[src/core/oop_pkg.sv]
package oop_pkg;
  localparam int          OOP_NUM_PHYS      = 4;
  localparam int          OOP_NUM_VIRT      = 4;
  localparam int          OOP_CLK_MHZ       = 250;
  localparam int          OOP_RETRY_MS      = 1000;
  localparam int          OOP_RETRY_CYC     = OOP_RETRY_MS * 1000 * OOP_CLK_MHZ;
  localparam int          OOP_TMR_W         = 28;
  // register byte offsets
  localparam logic [5:0]  OOP_ADDR_CTRL     = 6'h00;
  localparam logic [5:0]  OOP_ADDR_CMD      = 6'h04;
  localparam logic [5:0]  OOP_ADDR_STATE    = 6'h08;
  localparam logic [5:0]  OOP_ADDR_IRQ_STAT = 6'h0C;
  localparam logic [5:0]  OOP_ADDR_IRQ_MASK = 6'h10;
  // ctrl fields
  localparam int          OOP_CTRL_LATCH    = 0;
  localparam int          OOP_CTRL_FUSE     = 1;
  // state fields
  localparam int          OOP_ST_FLAG_LSB   = 0;
  localparam int          OOP_ST_RDBK_LSB   = 4;
  localparam int          OOP_ST_LATCH_LSB  = 8;
  localparam int          OOP_ST_VIRT_LSB   = 12;
  localparam logic [1:0]  OOP_RESP_OKAY     = 2'b00;
  localparam logic [1:0]  OOP_RESP_SLVERR   = 2'b10;
  localparam logic [31:0] OOP_RESET_WORD    = 32'h0000_0000;

  typedef enum logic [1:0]
  {
    OOP_RUN     = 2'b00,
    OOP_LATCHED = 2'b01,
    OOP_HOLDOFF = 2'b10
  } oop_state_e;
endpackage

[src/core/oop_protect.sv]
// Design decisions made here: the register addresses and the AXI4-Lite interface to the registers.
`timescale 1ns/10ps
`default_nettype none
module oop_protect #(
  parameter int unsigned RETRY_CYC = oop_pkg::OOP_RETRY_CYC
)(
  input  wire logic                              aclk,
  input  wire logic                              aresetn,
  input  wire logic [5:0]                        s_axi_awaddr,
  input  wire logic                              s_axi_awvalid,
  output logic                                   s_axi_awready,
  input  wire logic [31:0]                       s_axi_wdata,
  input  wire logic [3:0]                        s_axi_wstrb,
  input  wire logic                              s_axi_wvalid,
  output logic                                   s_axi_wready,
  output logic [1:0]                             s_axi_bresp,
  output logic                                   s_axi_bvalid,
  input  wire logic                              s_axi_bready,
  input  wire logic [5:0]                        s_axi_araddr,
  input  wire logic                              s_axi_arvalid,
  output logic                                   s_axi_arready,
  output logic [31:0]                            s_axi_rdata,
  output logic [1:0]                             s_axi_rresp,
  output logic                                   s_axi_rvalid,
  input  wire logic                              s_axi_rready,
  input  wire logic [oop_pkg::OOP_NUM_PHYS-1:0]  overload_sense,
  output logic [oop_pkg::OOP_NUM_PHYS-1:0]       phys_out,
  output logic [oop_pkg::OOP_NUM_VIRT-1:0]       virt_out,
  output logic                                   irq
);
  import oop_pkg::*;

  localparam int NP = OOP_NUM_PHYS;

  // software registers
  logic            overload_latch_enable;
  logic            fuse_clear_request;
  logic            fuse_clear_prev;
  logic [NP-1:0]   cmd_phys;
  logic [OOP_NUM_VIRT-1:0] cmd_virt;
  logic [NP-1:0]   irq_stat;
  logic [NP-1:0]   irq_mask;

  // sense pins are asynchronous to aclk
  logic [NP-1:0]   sense_meta;
  logic [NP-1:0]   sense_sync;

  // per-output state
  logic [NP-1:0]   output_overload_flag;
  logic [NP-1:0]   latched;
  logic [NP-1:0]   ovl_rise;
  logic [NP-1:0]   sense_prev;
  logic            fuse_edge;
  logic [NP-1:0]   next_phys;

  // axi bookkeeping
  logic            aw_held;
  logic            w_held;
  logic [5:0]      aw_addr;
  logic [31:0]     w_data;
  logic [3:0]      w_strb;
  logic            do_write;
  logic [31:0]     read_word;
  logic            read_hit;
  logic            wr_hit;

  // two-stage synchroniser; only sense_sync is used downstream
  always_ff @(posedge aclk)
  begin
    if (!aresetn)
    begin
      sense_meta <= '0;
      sense_sync <= '0;
    end
    else
    begin
      sense_meta <= overload_sense;
      sense_sync <= sense_meta;
    end
  end

  // edge detection on the synchronised sense and on the fuse-clear bit
  always_ff @(posedge aclk)
  begin
    if (!aresetn)
    begin
      sense_prev      <= '0;
      fuse_clear_prev <= 1'b0;
    end
    else
    begin
      sense_prev      <= sense_sync;
      fuse_clear_prev <= fuse_clear_request;
    end
  end

  assign ovl_rise  = sense_sync & ~sense_prev;
  assign fuse_edge = fuse_clear_request & ~fuse_clear_prev;

  // one independent state machine and timer per physical output
  genvar gi;
  generate
    for (gi = 0; gi < NP; gi++)
    begin : g_ch
      oop_state_e           state;
      logic [OOP_TMR_W-1:0] timer;

      always_ff @(posedge aclk)
      begin
        if (!aresetn)
        begin
          state <= OOP_RUN;
          timer <= '0;
        end
        else
        begin
          case (state)
            OOP_RUN:
            begin
              // latch or retry is chosen at the moment the fault is entered
              if (sense_sync[gi] && overload_latch_enable)
                state <= OOP_LATCHED;
              else if (sense_sync[gi])
              begin
                state <= OOP_HOLDOFF;
                timer <= OOP_TMR_W'(RETRY_CYC - 1);
              end
            end
            OOP_LATCHED:
            begin
              // only a fresh rising edge releases the fuse
              if (fuse_edge)
                state <= OOP_RUN;
            end
            OOP_HOLDOFF:
            begin
              // the pin is already off here, so a fault during the wait changes nothing
              if (timer != '0)
                timer <= timer - 1'b1;
              else
                state <= OOP_RUN; // retry; a persisting fault re-enters
            end
            default: state <= OOP_RUN;
          endcase
        end
      end

      // hold-off counts as protection active, so the state register shows it too
      assign latched[gi] = (state != OOP_RUN);

      // drive only when commanded, no fault sensed and the channel free; a retry
      // with the command withdrawn therefore leaves the pin off
      assign next_phys[gi] = cmd_phys[gi] & ~sense_sync[gi] & ~latched[gi];

      // pin drive: off at once on sense, off while latched or holding off
      always_ff @(posedge aclk)
      begin
        if (!aresetn)
          phys_out[gi] <= 1'b0;
        else
          phys_out[gi] <= next_phys[gi];
      end

      // status flag follows the sensed fault
      always_ff @(posedge aclk)
      begin
        if (!aresetn)
          output_overload_flag[gi] <= 1'b0;
        else
          output_overload_flag[gi] <= sense_sync[gi];
      end
    end
  endgenerate

  // virtual outputs are untouched by protection
  // they never see the sense pins or the retry timers
  always_ff @(posedge aclk)
  begin
    if (!aresetn)
      virt_out <= '0;
    else
      virt_out <= cmd_virt;
  end

  // sticky interrupt status; set wins over write-one-to-clear
  always_ff @(posedge aclk)
  begin
    if (!aresetn)
      irq_stat <= '0;
    else
    begin
      if (do_write && aw_addr == OOP_ADDR_IRQ_STAT && w_strb[0])
        irq_stat <= (irq_stat & ~w_data[NP-1:0]) | ovl_rise;
      else
        irq_stat <= irq_stat | ovl_rise;
    end
  end

  // level interrupt; masking hides an event but never loses it, the status stays set
  assign irq = |(irq_stat & irq_mask);

  // axi write: address and data taken independently
  assign s_axi_awready = !aw_held && !s_axi_bvalid;
  assign s_axi_wready  = !w_held && !s_axi_bvalid;
  assign do_write      = aw_held && w_held && !s_axi_bvalid;

  // write decode; the state register answers okay but keeps its contents
  always_comb
  begin
    case (aw_addr)
      OOP_ADDR_CTRL,
      OOP_ADDR_CMD,
      OOP_ADDR_STATE,
      OOP_ADDR_IRQ_STAT,
      OOP_ADDR_IRQ_MASK: wr_hit = 1'b1;
      default:           wr_hit = 1'b0;
    endcase
  end

  // capture of address and data; each channel stays closed until the pair is used
  always_ff @(posedge aclk)
  begin
    if (!aresetn)
    begin
      aw_held <= 1'b0;
      w_held  <= 1'b0;
      aw_addr <= '0;
      w_data  <= '0;
      w_strb  <= '0;
    end
    else
    begin
      if (s_axi_awvalid && s_axi_awready)
      begin
        aw_held <= 1'b1;
        aw_addr <= s_axi_awaddr;
      end
      else if (do_write)
        aw_held <= 1'b0;
      if (s_axi_wvalid && s_axi_wready)
      begin
        w_held <= 1'b1;
        w_data <= s_axi_wdata;
        w_strb <= s_axi_wstrb;
      end
      else if (do_write)
        w_held <= 1'b0;
    end
  end

  // write response; bvalid also closes both channels until it is taken,
  // so only one write is ever in flight
  always_ff @(posedge aclk)
  begin
    if (!aresetn)
    begin
      s_axi_bvalid <= 1'b0;
      s_axi_bresp  <= OOP_RESP_OKAY;
    end
    else if (do_write)
    begin
      s_axi_bvalid <= 1'b1;
      s_axi_bresp  <= wr_hit ? OOP_RESP_OKAY : OOP_RESP_SLVERR;
    end
    else if (s_axi_bvalid && s_axi_bready)
      s_axi_bvalid <= 1'b0;
  end

  // writable registers; state register is read-only and ignores writes
  always_ff @(posedge aclk)
  begin
    if (!aresetn)
    begin
      overload_latch_enable <= 1'b0;
      fuse_clear_request    <= 1'b0;
      cmd_phys              <= '0;
      cmd_virt              <= '0;
      irq_mask              <= '0;
    end
    else if (do_write && w_strb[0])
    begin
      case (aw_addr)
        OOP_ADDR_CTRL:
        begin
          overload_latch_enable <= w_data[OOP_CTRL_LATCH];
          fuse_clear_request    <= w_data[OOP_CTRL_FUSE];
        end
        OOP_ADDR_CMD:
        begin
          cmd_phys <= w_data[NP-1:0];
          cmd_virt <= w_data[NP+OOP_NUM_VIRT-1:NP];
        end
        OOP_ADDR_IRQ_MASK: irq_mask <= w_data[NP-1:0];
        default: ;
      endcase
    end
  end

  // read mux; readback shows the true pin, so latched outputs read off
  // an unmapped read answers slverr with all-zero data
  always_comb
  begin
    read_word = OOP_RESET_WORD;
    read_hit  = 1'b1;
    case (s_axi_araddr)
      OOP_ADDR_CTRL:
      begin
        read_word[OOP_CTRL_LATCH] = overload_latch_enable;
        read_word[OOP_CTRL_FUSE]  = fuse_clear_request;
      end
      OOP_ADDR_CMD:
        read_word[NP+OOP_NUM_VIRT-1:0] = {cmd_virt, cmd_phys};
      OOP_ADDR_STATE:
      begin
        read_word[OOP_ST_FLAG_LSB +: NP]          = output_overload_flag;
        read_word[OOP_ST_RDBK_LSB +: NP]          = phys_out;
        read_word[OOP_ST_LATCH_LSB +: NP]         = latched;
        read_word[OOP_ST_VIRT_LSB +: OOP_NUM_VIRT] = virt_out;
      end
      OOP_ADDR_IRQ_STAT: read_word[NP-1:0] = irq_stat;
      OOP_ADDR_IRQ_MASK: read_word[NP-1:0] = irq_mask;
      default: read_hit = 1'b0;
    endcase
  end

  assign s_axi_arready = !s_axi_rvalid;

  always_ff @(posedge aclk)
  begin
    if (!aresetn)
    begin
      s_axi_rvalid <= 1'b0;
      s_axi_rdata  <= '0;
      s_axi_rresp  <= OOP_RESP_OKAY;
    end
    else if (s_axi_arvalid && s_axi_arready)
    begin
      s_axi_rvalid <= 1'b1;
      s_axi_rdata  <= read_word;
      s_axi_rresp  <= read_hit ? OOP_RESP_OKAY : OOP_RESP_SLVERR;
    end
    else if (s_axi_rvalid && s_axi_rready)
      s_axi_rvalid <= 1'b0;
  end
endmodule // oop_protect
`default_nettype wire

[config.mk]
export PLATFORM = sky130hd
export DESIGN_NAME = oop_protect
export DESIGN_NICKNAME = d
export VERILOG_FILES = /design/src/core/oop_pkg.sv /design/src/core/oop_protect.sv
export SDC_FILE = /design/constraint.sdc
export NUM_CORES = 1
export LEC_CHECK = 0
export ABC_AREA = 1
export BUFFER_PORTS_ARGS = -buffer_cell sky130_fd_sc_hd__buf_2
export CORE_ASPECT_RATIO = 1.2
export CORE_MARGIN = 2
export CORE_UTILIZATION = 56
export CTS_CLUSTER_DIAMETER = 100
export CTS_CLUSTER_SIZE = 14
export DETAILED_ROUTE_END_ITERATION = 8
export PLACE_DENSITY = 0.78
export SETUP_SLACK_MARGIN = 0.4
export SYNTH_ARGS = -nofsm -noshare
export SYNTH_HDL_FRONTEND = slang
export SYNTH_SLANG_ARGS = --single-unit
[constraint.sdc]
create_clock -name aclk -period 3.6 [get_ports aclk]
set_input_delay 0.54 -clock aclk [delete_from_list [all_inputs] [get_ports aclk]]
set_output_delay 0.54 -clock aclk [all_outputs]
set_load 0.01 [all_outputs]
Word level (Yosys, flattened, before mapping). Index checks and enable logic that the tools add are counted.

Input bits: 59. Flip-flop bits (word level): 202. Output and inout port bits: 50. Word-level logic and storage cells: 211.

Add/sub/neg operators: 4. Reductions and logical operators: 56. Equal/unequal tests: 40. Bitwise operators: 25. Muxes and demuxes: 49.

Operators with widths (count): $mux W28 (12); $pmux W28 S2 (4); $reduce_bool A28 Y1 (4); $sub A28 B1 Y28 const B (4); $ne A2 B2 Y1 const B (20); $mux W2 (15); $eq A6 B4 Y1 const B (4); $pmux W2 S3 (4); $reduce_bool A2 Y1 (12); $logic_and A1 B1 Y1 (16); $reduce_and A4 Y1 (4); $and A4 B4 Y4 (3); $eq A6 B3 Y1 const B (2); $eq A6 B5 Y1 const B (2); $logic_not A6 Y1 (2); $ne A3 B3 Y1 const B (4); $reduce_and A3 Y1 (4); $pmux W2 S5 (1); $reduce_or A5 Y1 (2); $and A1 B1 Y1 (9); $mux W1 (9); $not A1 Y1 (9); $eq A2 B1 Y1 const B (4); $eq A2 B2 Y1 const B (4); other kinds (10) (20).

Depth between registers and ports, before layout. Gate-level depths: netlist of the first run.

Depth in word-level cells: 5. Gate-level depth with buffers: 11. Depth with buffers taken out: 11.

Worst setup path after synthesis of the first run. OpenSTA, ideal clock, no wires.

Path type: input port to flip-flop. Start: input s_axi_araddr[5]. End: register s_axi_rdata[6]. Buffers on the path: 1. Stages on the path: 8. Library setup time: 59 ps. Slack: 2010 ps. Data arrival time: 1532 ps. Required time: 3541 ps. Cells stage by stage: nor2_1 -> nand4_1 -> inv_1 -> clkbuf_1 -> nand2_1 -> nand2_1 -> o221ai_1 -> inv_1.

Cells in the longest elaborated chain, start to end: 2. Elaborated cells between the ends (all ways): 3. Those cells by class: eq/ne (2); mux (1).

RTL lines: start: declaration (line oop_protect.sv:19) `input wire logic [5:0] s_axi_araddr,`; $eq A6 B4 Y1 or $eq A6 B3 Y1 (tied branches) (line oop_protect.sv:305) `case (s_axi_araddr)`; $pmux W4 S2 (*) (line oop_protect.sv:305); end signal: assignment (line oop_protect.sv:339) `s_axi_rdata <= read_word;`; end: declaration (line oop_protect.sv:22) `output logic [31:0] s_axi_rdata,`.

Mark *: on every way between the ends. The rest lies on a longest branch, timed or not. A chain may end at the register's enable or synchronous reset.

Worst setup path in the final report of the first run.
Start: register g_ch[1].timer[15]. End: register g_ch[1].timer[0].

Cells in the longest elaborated chain, start to end: 3.

RTL lines: start: declaration (line oop_protect.sv:106) `logic [OOP_TMR_W-1:0] timer;`; start signal: assignment (line oop_protect.sv:126) `timer <= OOP_TMR_W'(RETRY_CYC - 1);`; start signal: assignment (line oop_protect.sv:139) `timer <= timer - 1'b1;`; $reduce_bool A28 Y1 (line oop_protect.sv:138) `if (timer != '0)`; $ne A2 B2 Y1 (no line); $reduce_and A4 Y1 (no line).

Every way passes these cells.

==> run summary, run 1 <==
Gpl congestion -> 0.9224
Crit path cell chain -> nor2_1 > and2_1 > nand2_1 > nor2_1 > nand2_1 > nand2_1 > nand2_1 > o21ai_0 > nor2_1
Fraction of layout cells with a size suffix above 1 -> 8.111%
Crit Path Class -> reg -> reg
Post-DR wirelength/cell -> 12.90 µm
CP peak stage delay -> 0.53 ns
Actual slew at the worst max-slew pin -> 0.8920 ns
# IOs -> 109
Pins over their slew limit -> 0
Post-DRT Antenna Nets -> 0
Total number of vias -> 11,088
Post-CTS Resized -> 0
Crit Path Max Fanout -> 24
DP Worst Slack -> 1.422 ns
Root cell of the clock tree -> clkbuf_16
Number of global-route vias before repair -> 9,937
Slew margin rel. -> 40.39%
Fraction of the cycle the final worst path needs -> 62.31%
First-pass GRT wire length -> 44.54 mm
Largest net degree at the start of global routing -> 73
Die height -> 157.2 µm
Total power -> 0.006055 W
CTS tree -> yes
Top_reg_cell synth -> dfxtp_1
Nets -> 1,854
Synthesized netlist cell count -> 1,751
Status -> completed
Max rail drop VDD -> 0.0003694 V
TritonRoute pass-1 iters -> 6
Yosys reg bits -> 196
Area of the mapped netlist -> 0.01096 mm²
Worst path slowest cell -> nand2_1
Antenna violations before repair -> 0
Clock Path Buffers -> 2
Most used cell, CP -> nand2_1
Avg Cell Area, Syn -> 6.257 µm²
GRT Total Usage -> 25.52%
Number of synthesized flops with an enable pin -> 0
Synth cell types -> 39
Clock Latency Late Sink -> 0.45 ns
Max Cap Violations -> 0
Starting Density -> 56.66%
HPWL after DPL -> 18.10 mm
Layout area overhead -> 9.216%
IO buf count -> 63
Cts bufs inserted -> 17
Clk pin slew, worst setup/hold paths -> 0.08 ns
Final wirelength -> 26.58 mm
Max Clock Skew -> 0.01857 ns
Ant diodes -> 0
Residual DRC -> 0
Fmax achieved -> 445.8 MHz
Setup TNS -> 0 ns
Die width -> 131.7 µm
RSZ-0062 raised after global routing -> no
Cell Pwr Density -> 506.0 mW/mm²
Hold WC Path Type -> in -> reg
DRT iter0 DRCs -> 830
Via density -> 5.380
Arrival time at the worst endpoint -> 2.58 ns
Worst setup EP type -> flip-flop
Total die area -> 0.02071 mm²
Minimum clock period -> 2.243 ns
Leak Pwr -> 5.241 nW
Hold buffers post-CTS -> 0
Final setup margin -> 1.357 ns
Worst path required time -> 3.93 ns
Post-synthesis sequential area ratio -> 35.81%
Asr flop ratio synth -> 0%
Global route overflow -> 0
H-tree depth -> 4
Sinks on Clock Net -> 196
Final Hold Fails -> 0
Post-Route Utilization -> 61.88%
Hold slack -> 0.2652 ns
Core area -> 0.01934 mm²
Row count -> 56
Final setup fails -> 0
Setup bufs post-CTS -> 0
Synth warn -> 0
Fillers -> 1,905
Setup crit start kind -> flip-flop
-- sequential cells by signal, indices dropped and copies added, names as in the netlist, 6 cells and up --
signal       count
g_ch.timer     112
aw_addr          6
g_ch.state       8
s_axi_rdata     16
w_data           8
-- cell usage in the layout, fill, tap and decap left out, drive strengths merged --
master / netlist / routed
a211oi: 8 / 8
a21oi: 145 / 145
and2: 1 / 1
buf: 37 / 72
clkbuf: 35 / 17
clkinv: 2 / 9
clkinvlp: 0 / 1
conb: 1 / 18
dfxtp: 196 / 196
ha: 8 / 8
inv: 180 / 187
nand2: 427 / 427
nand3: 191 / 191
nand3b: 8 / 8
nand4: 46 / 46
nor2: 324 / 324
nor3: 17 / 17
nor4: 2 / 2
o211a: 2 / 2
o21a: 1 / 1
o21ai: 68 / 68
o221ai: 4 / 4
o22ai: 7 / 7
o311ai: 1 / 1
or2: 26 / 26
xnor2: 5 / 5
xor2: 9 / 9
-- worst max-delay path: cells and delay by family, from the launching register on --
kind	cells	cell delay, ns
AO/OA/AOI/OAI	1	0.37
AND/OR/NAND/NOR	8	1.41
flip-flops	1	0.36
-- power by group --
group	leakage (nW)	switching (W)	internal (W)	total, W
Sequential	1.60	0.000133	0.00230	0.00244
Combinational	3.34	0.00109	0.000534	0.00163
Clock	0.301	0.00103	0.000966	0.00199
Total	5.24	0.00225	0.00380	0.00606
-- layer usage --
metal  track usage, %  part of all wire, %  vias up
met5                0                    0        -
met4            9.834                  1.8        0
met3            3.349                  4.5       39
met2            45.52                   49      278
met1            31.44                   45     5068
li1                 -                    -     5703
-- final cells by class --
| class | instances | area (µm²) | share of cell area (%) |
|---|---|---|---|
| multi-input combinational | 1318 | 6000 | 50.14 |
| sequential | 196 | 3924 | 32.79 |
| inverter | 182 | 685.7 | 5.730 |
| clock buffer | 17 | 425.4 | 3.555 |
| timing repair buffer | 72 | 395.4 | 3.304 |
| tap | 261 | 326.6 | 2.729 |
| clock inverter | 15 | 210.2 | 1.757 |
-- synth_stat cells, types with 9 or more instances --
cell	n	area share, %
a21oi_1	145	6.6
buf_2	10	0.46
buf_4	18	1.2
clkbuf_1	35	1.2
dfxtp_1	196	36
inv_1	180	6.2
nand2_1	421	14
nand3_1	190	8.7
nand4_1	46	2.6
nor2_1	317	11
nor3_1	17	0.78
o21ai_0	66	3.0
or2_2	25	1.4
xor2_1	9	0.72
-- path summary, 6_finish.rpt --
path / start / to / slack, ns / depth (start not counted)
hold / removal: overload_sense[1] / sense_meta[1]$_SDFF_PN0_ / 0.27 / 3
setup / recovery: g_ch[1].timer[15]$_SDFFE_PN0P_ / g_ch[1].timer[0]$_SDFFE_PN0P_ / 1.36 / 9
setup reg to reg: g_ch[1].timer[15]$_SDFFE_PN0P_ / g_ch[1].timer[0]$_SDFFE_PN0P_ / 1.36 / 9
hold reg to reg: sense_meta[0]$_SDFF_PN0_ / sense_sync[0]$_SDFF_PN0_ / 0.42 / 2
-- through the flow --
| step | area, µm² | instances |
|---|---|---|
| 6_report | 11970 | 2061 |
| 5_1_grt | 11970 | 2061 |
| 4_1_cts | 11970 | 2061 |
| 3_5_place_dp | 11330 | 2029 |
| 3_3_place_gp | 11330 | 2029 |
| 2_1_floorplan | 11020 | 1768 |
-- logic make-up after synthesis --
family	after synthesis	synth area share (%)
XOR/XNOR	14	1.119
other	1	0.03423
adder cells (fa/ha/maj)	8	0.9136
AND/OR/NAND/NOR	1042	40.68
AO/OA/AOI/OAI	236	11.43
flip-flops	196	35.81
buffers and inverters	254	10.01
(Power assumes the default switching activity.)
==> run 2: changes to the inputs <==
- ABC_AREA: 1 -> 0
- CORE_UTILIZATION: 56 -> 53
- clock period: 3.6 -> 1.8 ns (I/O delays scaled with it)
==> run summary, run 2 <==
Top_reg_cell synth -> dfxtp_1
Fillers -> 771
Antenna violations before repair -> 1
Synth top area cells -> dfxtp_1, or4_1, a21oi_1, o31ai_1, nand2_1
Avg Cell Area, Syn -> 8.598 µm²
Cell Pwr Density -> 983.1 mW/mm²
IO buf count -> 63
Synth cell types -> 63
Multi-input logic area -> 0.006381 mm²
HPWL after DPL -> 17.03 mm
Final setup margin -> -0.8576 ns
Synthesized netlist cell count -> 1,072
Pins over their slew limit -> 0
Violated checks -> negative setup slack
Max Cap Violations -> 0
Total die area -> 0.01847 mm²
Hold path startpoint -> overload_sense[1]
Via density -> 6.807
Fraction of the cycle the final worst path needs -> 147.6%
Asr flop ratio synth -> 0%
Most common cell after layout, fill and taps aside -> buf_4
Max reg flops -> 112
Crit Path Class -> reg -> reg
Status -> finished with violations
Final Hold Fails -> 0
Fmax achieved -> 376.3 MHz
Max Clock Skew -> 0.009005 ns
CP startpoint -> g_ch[2].timer[22]$_SDFFE_PN0P_
Arrival time at the worst endpoint -> 2.94 ns
Actual slew at the worst max-slew pin -> 0.7742 ns
Sinks on Clock Net -> 196
Cts bufs inserted -> 17
Core area -> 0.01698 mm²
Worst setup EP type -> flip-flop
Clock Latency Late Sink -> 0.45 ns
Starting Density -> 54.28%
Most frequent cells in the layout -> buf_4, dfxtp_1, nand2_1, nor2_1, buf_2
Register area -> 0.004005 mm²
Hold WC Path Type -> in -> reg
Final wirelength -> 38.47 mm
Root cell of the clock tree -> clkbuf_16
Area of the mapped netlist -> 0.009218 mm²
Largest register by flop count -> g_ch.timer
Yosys top cell area share -> 42.57%
Post-synthesis sequential area ratio -> 42.57%
TritonRoute pass-1 iters -> 8
Die width -> 124.4 µm
CTS tree -> yes
First-pass GRT wire length -> 50.40 mm
Commonest cells in the netlist -> dfxtp_1, nand2_1, a21oi_1, nor2_1, clkbuf_1
Row count -> 52
Number of synthesized flops with an enable pin -> 0
Leak Pwr -> 5.699 nW
DRT iter0 DRCs -> 1,129
Synth warn -> 0
Global route overflow -> 0
H-tree depth -> 4
Post-DRT Antenna Nets -> 0
Fraction of layout cells with a size suffix above 1 -> 48.19%
Largest regs -> g_ch.timer x112, s_axi_rdata x16
Cell taking the most area after synthesis -> dfxtp_1
RR Startpoint -> g_ch[2].timer[22]$_SDFFE_PN0P_
Number of global-route vias before repair -> 10,333
Setup crit start kind -> flip-flop
Die height -> 148.5 µm
Total number of vias -> 11,055
RSZ-0062 raised after global routing -> yes
GRT Total Usage -> 33.00%
Max rail drop VDD -> 0.0007822 V
Yosys reg bits -> 196
Final setup fails -> 115
Post-DR wirelength/cell -> 23.69 µm
Largest net degree at the start of global routing -> 62
Clk pin slew, worst setup/hold paths -> 0.08 ns
Crit Path Max Fanout -> 4
Layout area overhead -> 55.52%
Clock Path Buffers -> 2
Nets -> 1,461
Gpl congestion -> 0.8446
Slew margin rel. -> 48.19%
Top-count cell post-synth -> dfxtp_1
Total power -> 0.01409 W
Hold slack -> 0.02561 ns
Worst path required time -> 2.08 ns
Minimum clock period -> 2.658 ns
Post-Route Utilization -> 84.42%
# IOs -> 109
Residual DRC -> 0
-- run 2: cells by family after synthesis --
family / Yosys count / synth area share [%]
AO/OA/AOI/OAI: 287 / 20.77
XOR/XNOR: 10 / 0.9502
adder cells (fa/ha/maj): 8 / 1.086
buffers and inverters: 100 / 4.860
flip-flops: 196 / 42.57
multiplexers: 25 / 2.742
other: 1 / 0.04068
AND/OR/NAND/NOR: 445 / 26.99
-- run 2: routing by layer --
metal | global-route usage (%) | up-vias | wire [µm]
li1 | - | 4674 | -
met1 | 36.46 | 5251 | 13110
met2 | 60.63 | 837 | 18730
met3 | 5.971 | 293 | 3407
met4 | 16.80 | 0 | 3220
met5 | 0 | - | 0
-- run 2: final cells by class --
| class | instances | share of cell area (%) |
|---|---|---|
| Timing Repair Buffer | 362 | 20.73 |
| Antenna cell | 1 | 0.01746 |
| Multi-Input combinational cell | 797 | 44.51 |
| Inverter | 20 | 0.5673 |
| Sequential cell | 196 | 27.94 |
| Clock inverter | 14 | 1.283 |
| Tap cell | 216 | 1.885 |
| Clock buffer | 18 | 3.064 |
-- run 2: what timing repair did --
item / in CTS / in global routing
pin swaps: 110 / 87
gates resized for setup: 162 / 132
setup endpoints to repair: 133 / 143
endpoints found under the hold margin: 1 / 0
cloned: 7 / 1
hold buffers: 1 / 0
buffers inserted: 44 / 30
-- run 2: stage by stage --
step	TNS [ns]	setup WS (ns)	cells	instance area [µm²]
global route	-42.17	-0.9209	1624	14340
detailed placement	-22.22	-0.6017	1508	11790
floorplan	-14.65	-0.5432	1089	9983
finish	-37.60	-0.8576	1624	14340
global placement	-19.15	-0.5553	1508	11790
CTS	-21.70	-0.6102	1592	13540
-- run 2: report_power, final --
| group | switching [W] | internal [W] | total (W) | leakage, nW |
|---|---|---|---|---|
| sequential | 0.000271 | 0.00460 | 0.00487 | 1.62 |
| combinational | 0.00270 | 0.00245 | 0.00515 | 3.77 |
| clock | 0.00201 | 0.00205 | 0.00407 | 0.305 |
| total | 0.00498 | 0.00911 | 0.0141 | 5.70 |
-- run 2: final timing paths --
path,endpoint,slack [ns],depth (start not counted)
setup / recovery,g_ch[2].timer[27]$_SDFFE_PN0P_,-0.86,5
hold / removal,sense_meta[1]$_SDFF_PN0_,0.03,2
setup reg to reg,g_ch[2].timer[27]$_SDFFE_PN0P_,-0.86,5
hold reg to reg,s_axi_rdata[13]$_SDFFE_PN0P_,0.46,2
-- run 2: critical path, cell delays in order (launching register included) --
cell and delay [ns]:
dfxtp_2 0.32, or4_4 0.53, or4_1 0.41, or4_4 0.53, o31ai_1 0.45, a31oi_2 0.25
==> run 3: changes to the inputs <==
- CORE_UTILIZATION: 53 -> 48
- PLACE_DENSITY: 0.78 -> 0.72
==> run summary, run 3 (synthesis gave the netlist of run 2 again) <==
Cts bufs inserted -> 17
Final wirelength -> 31.06 mm
Fillers -> 1,175
Actual slew at the worst max-slew pin -> 0.6490 ns
Total number of vias -> 10,026
# IOs -> 109
Gpl congestion -> 0.8222
Global route overflow -> 0
Clock Path Buffers -> 2
Starting Density -> 48.89%
Most used cell, CP -> buf_6
Die width -> 130.5 µm
Register-to-Register Path Depth -> 9
Pins over their slew limit -> 0
Worst Hold End -> sense_meta[3]$_SDFF_PN0_
Most frequent cells in the layout -> buf_4, dfxtp_1, nand2_1
DRT iter0 DRCs -> 574
TritonRoute pass-1 iters -> 5
Via density -> 6.018
Root cell of the clock tree -> clkbuf_16
GRT Total Usage -> 29.36%
Die height -> 155.8 µm
Number of global-route vias before repair -> 10,067
Hold depth -> 2
Minimum clock period -> 2.413 ns
Final setup margin -> -0.6132 ns
Clock Latency Late Sink -> 0.45 ns
Total die area -> 0.02033 mm²
Ant diodes -> 0
Arrival time at the worst endpoint -> 2.79 ns
H-tree depth -> 4
Largest regs -> g_ch.timer x112, s_axi_rdata x16
Sinks on Clock Net -> 196
Status -> finished with violations
Max rail drop VDD -> 0.0008071 V
Fraction of layout cells with a size suffix above 1 -> 47.45%
Slew margin rel. -> 56.12%
Antenna violations before repair -> 0
Post-Route Utilization -> 76.38%
Fmax achieved -> 414.4 MHz
Worst setup EP type -> flip-flop
Hold WC Path Type -> in -> reg
Hold path startpoint -> overload_sense[3]
Leak Pwr -> 5.740 nW
Hold slack -> 0.05253 ns
Crit Path Class -> reg -> reg
Layout area overhead -> 56.25%
Nets -> 1,464
Cell Pwr Density -> 952.0 mW/mm²
Crit path cell chain -> or4_4 > buf_6 > or4_4 > o31ai_4 > buf_6 > buf_6 > buf_16 > o31ai_2 > a31oi_1
Final Hold Fails -> 0
Max Clock Skew -> 0.01327 ns
Post-DR wirelength/cell -> 18.65 µm
Setup crit start kind -> flip-flop
Fraction of the cycle the final worst path needs -> 134.1%
Crit Path Max Fanout -> 6
Clk pin slew, worst setup/hold paths -> 0.08 ns
Max Cap Violations -> 0
Largest register by flop count -> g_ch.timer
Row count -> 55
RR Startpoint -> g_ch[2].timer[22]$_SDFFE_PN0P_
Violated checks -> negative setup slack
Worst path required time -> 2.17 ns
RSZ-0062 raised after global routing -> yes
Capturing point of the worst reg2reg path -> g_ch[2].timer[23]$_SDFFE_PN0P_
Residual DRC -> 0
Max reg flops -> 112
CTS tree -> yes
CP peak stage delay -> 0.53 ns
HPWL after DPL -> 17.74 mm
Core area -> 0.01886 mm²
Final setup fails -> 113
Worst path slowest cell -> or4_4
Largest net degree at the start of global routing -> 50
Post-DRT Antenna Nets -> 0
IO buf count -> 63
Most common cell after layout, fill and taps aside -> buf_4
R2r setup slk -> -0.61 ns
First-pass GRT wire length -> 48.42 mm
Total power -> 0.01371 W
run 3: changes by cell type in the layout (fill, tap and decap cells not counted), moves of 4 or more:
| cell | before | now |
|---|---|---|
| o31ai_2 | 12 | 21 |
| dfxtp_2 | 38 | 33 |
| nand2_2 | 9 | 4 |
| o21ai_2 | 8 | 12 |
| buf_4 | 229 | 225 |
| nand2_1 | 65 | 69 |
| o21ai_0 | 20 | 14 |
| o31ai_1 | 21 | 12 |
| buf_6 | 57 | 64 |
| dfxtp_1 | 149 | 156 |
run 3: per-stage QoR:
step                      area, µm²  instances  setup WS, ns  TNS [ns]
after global placement        11960       1561       -0.5672    -22.27
after detailed placement      11960       1561       -0.5972    -25.30
after CTS                     13670       1645       -0.5978    -22.14
after floorplan                9983       1089       -0.5432    -14.65
final                         14400       1666       -0.6132    -29.10
after global routing          14400       1666       -0.7088    -36.10
run 3: report_power, final:
part	total, W	switching, W	leakage, nW	internal [W]
clock	0.00406	0.00197	0.309	0.00209
sequential	0.00484	0.000244	1.62	0.00460
combinational	0.00481	0.00241	3.81	0.00239
run 3: per-layer routing:
layer / track usage, % / share of wire (%) / wire length (µm) / vias to the layer above
li1: - / - / - / 4677
met1: 33.27 / 39 / 12250 / 4927
met2: 53.32 / 53 / 16450 / 313
met3: 5.041 / 3.9 / 1217 / 109
met4: 12.92 / 3.7 / 1144 / 0
met5: 0 / 0 / 0 / -
run 3: layout make-up:
class | instances | area, µm² | area share (%)
clock buffers | 18 | 450.4 | 3.127
clock inverters | 14 | 176.4 | 1.225
well taps | 256 | 320.3 | 2.224
repair buffers | 365 | 3023 | 20.99
multi-input cells | 797 | 6360 | 44.16
inverters | 20 | 81.33 | 0.5647
flip-flops and latches | 196 | 3991 | 27.71
run 3: repair_timing:
item	CTS	global route
hold endpoints to repair	1	0
gates resized for setup	145	143
pin swaps	103	82
setup endpoints to repair	136	150
hold buffers	1	0
buffers inserted	43	20
cloned	8	1
run 3: worst max-delay path by stage:
stage | start | slack [ns] | cells after the start | endpoint
CTS | g_ch[2].timer[22]$_SDFFE_PN0P_ | -0.60 | 5 | g_ch[2].timer[27]$_SDFFE_PN0P_
global route | g_ch[2].timer[22]$_SDFFE_PN0P_ | -0.71 | 9 | g_ch[2].timer[21]$_SDFFE_PN0P_
detailed placement | g_ch[2].timer[22]$_SDFFE_PN0P_ | -0.60 | 5 | g_ch[2].timer[27]$_SDFFE_PN0P_
global placement | g_ch[2].timer[22]$_SDFFE_PN0P_ | -0.57 | 5 | g_ch[2].timer[27]$_SDFFE_PN0P_
floorplan | g_ch[2].timer[22]$_SDFFE_PN0P_ | -0.54 | 5 | g_ch[2].timer[27]$_SDFFE_PN0P_
finish | g_ch[2].timer[22]$_SDFFE_PN0P_ | -0.61 | 9 | g_ch[2].timer[23]$_SDFFE_PN0P_
run 3: critical path, delay by kind of cell, from the launching register on:
family	cells	cell delay [ns]
AOI/OAI and AO/OA	3	0.46
buffers and inverters	4	0.54
and+or+nand+nor	2	1.00
DFF	1	0.33
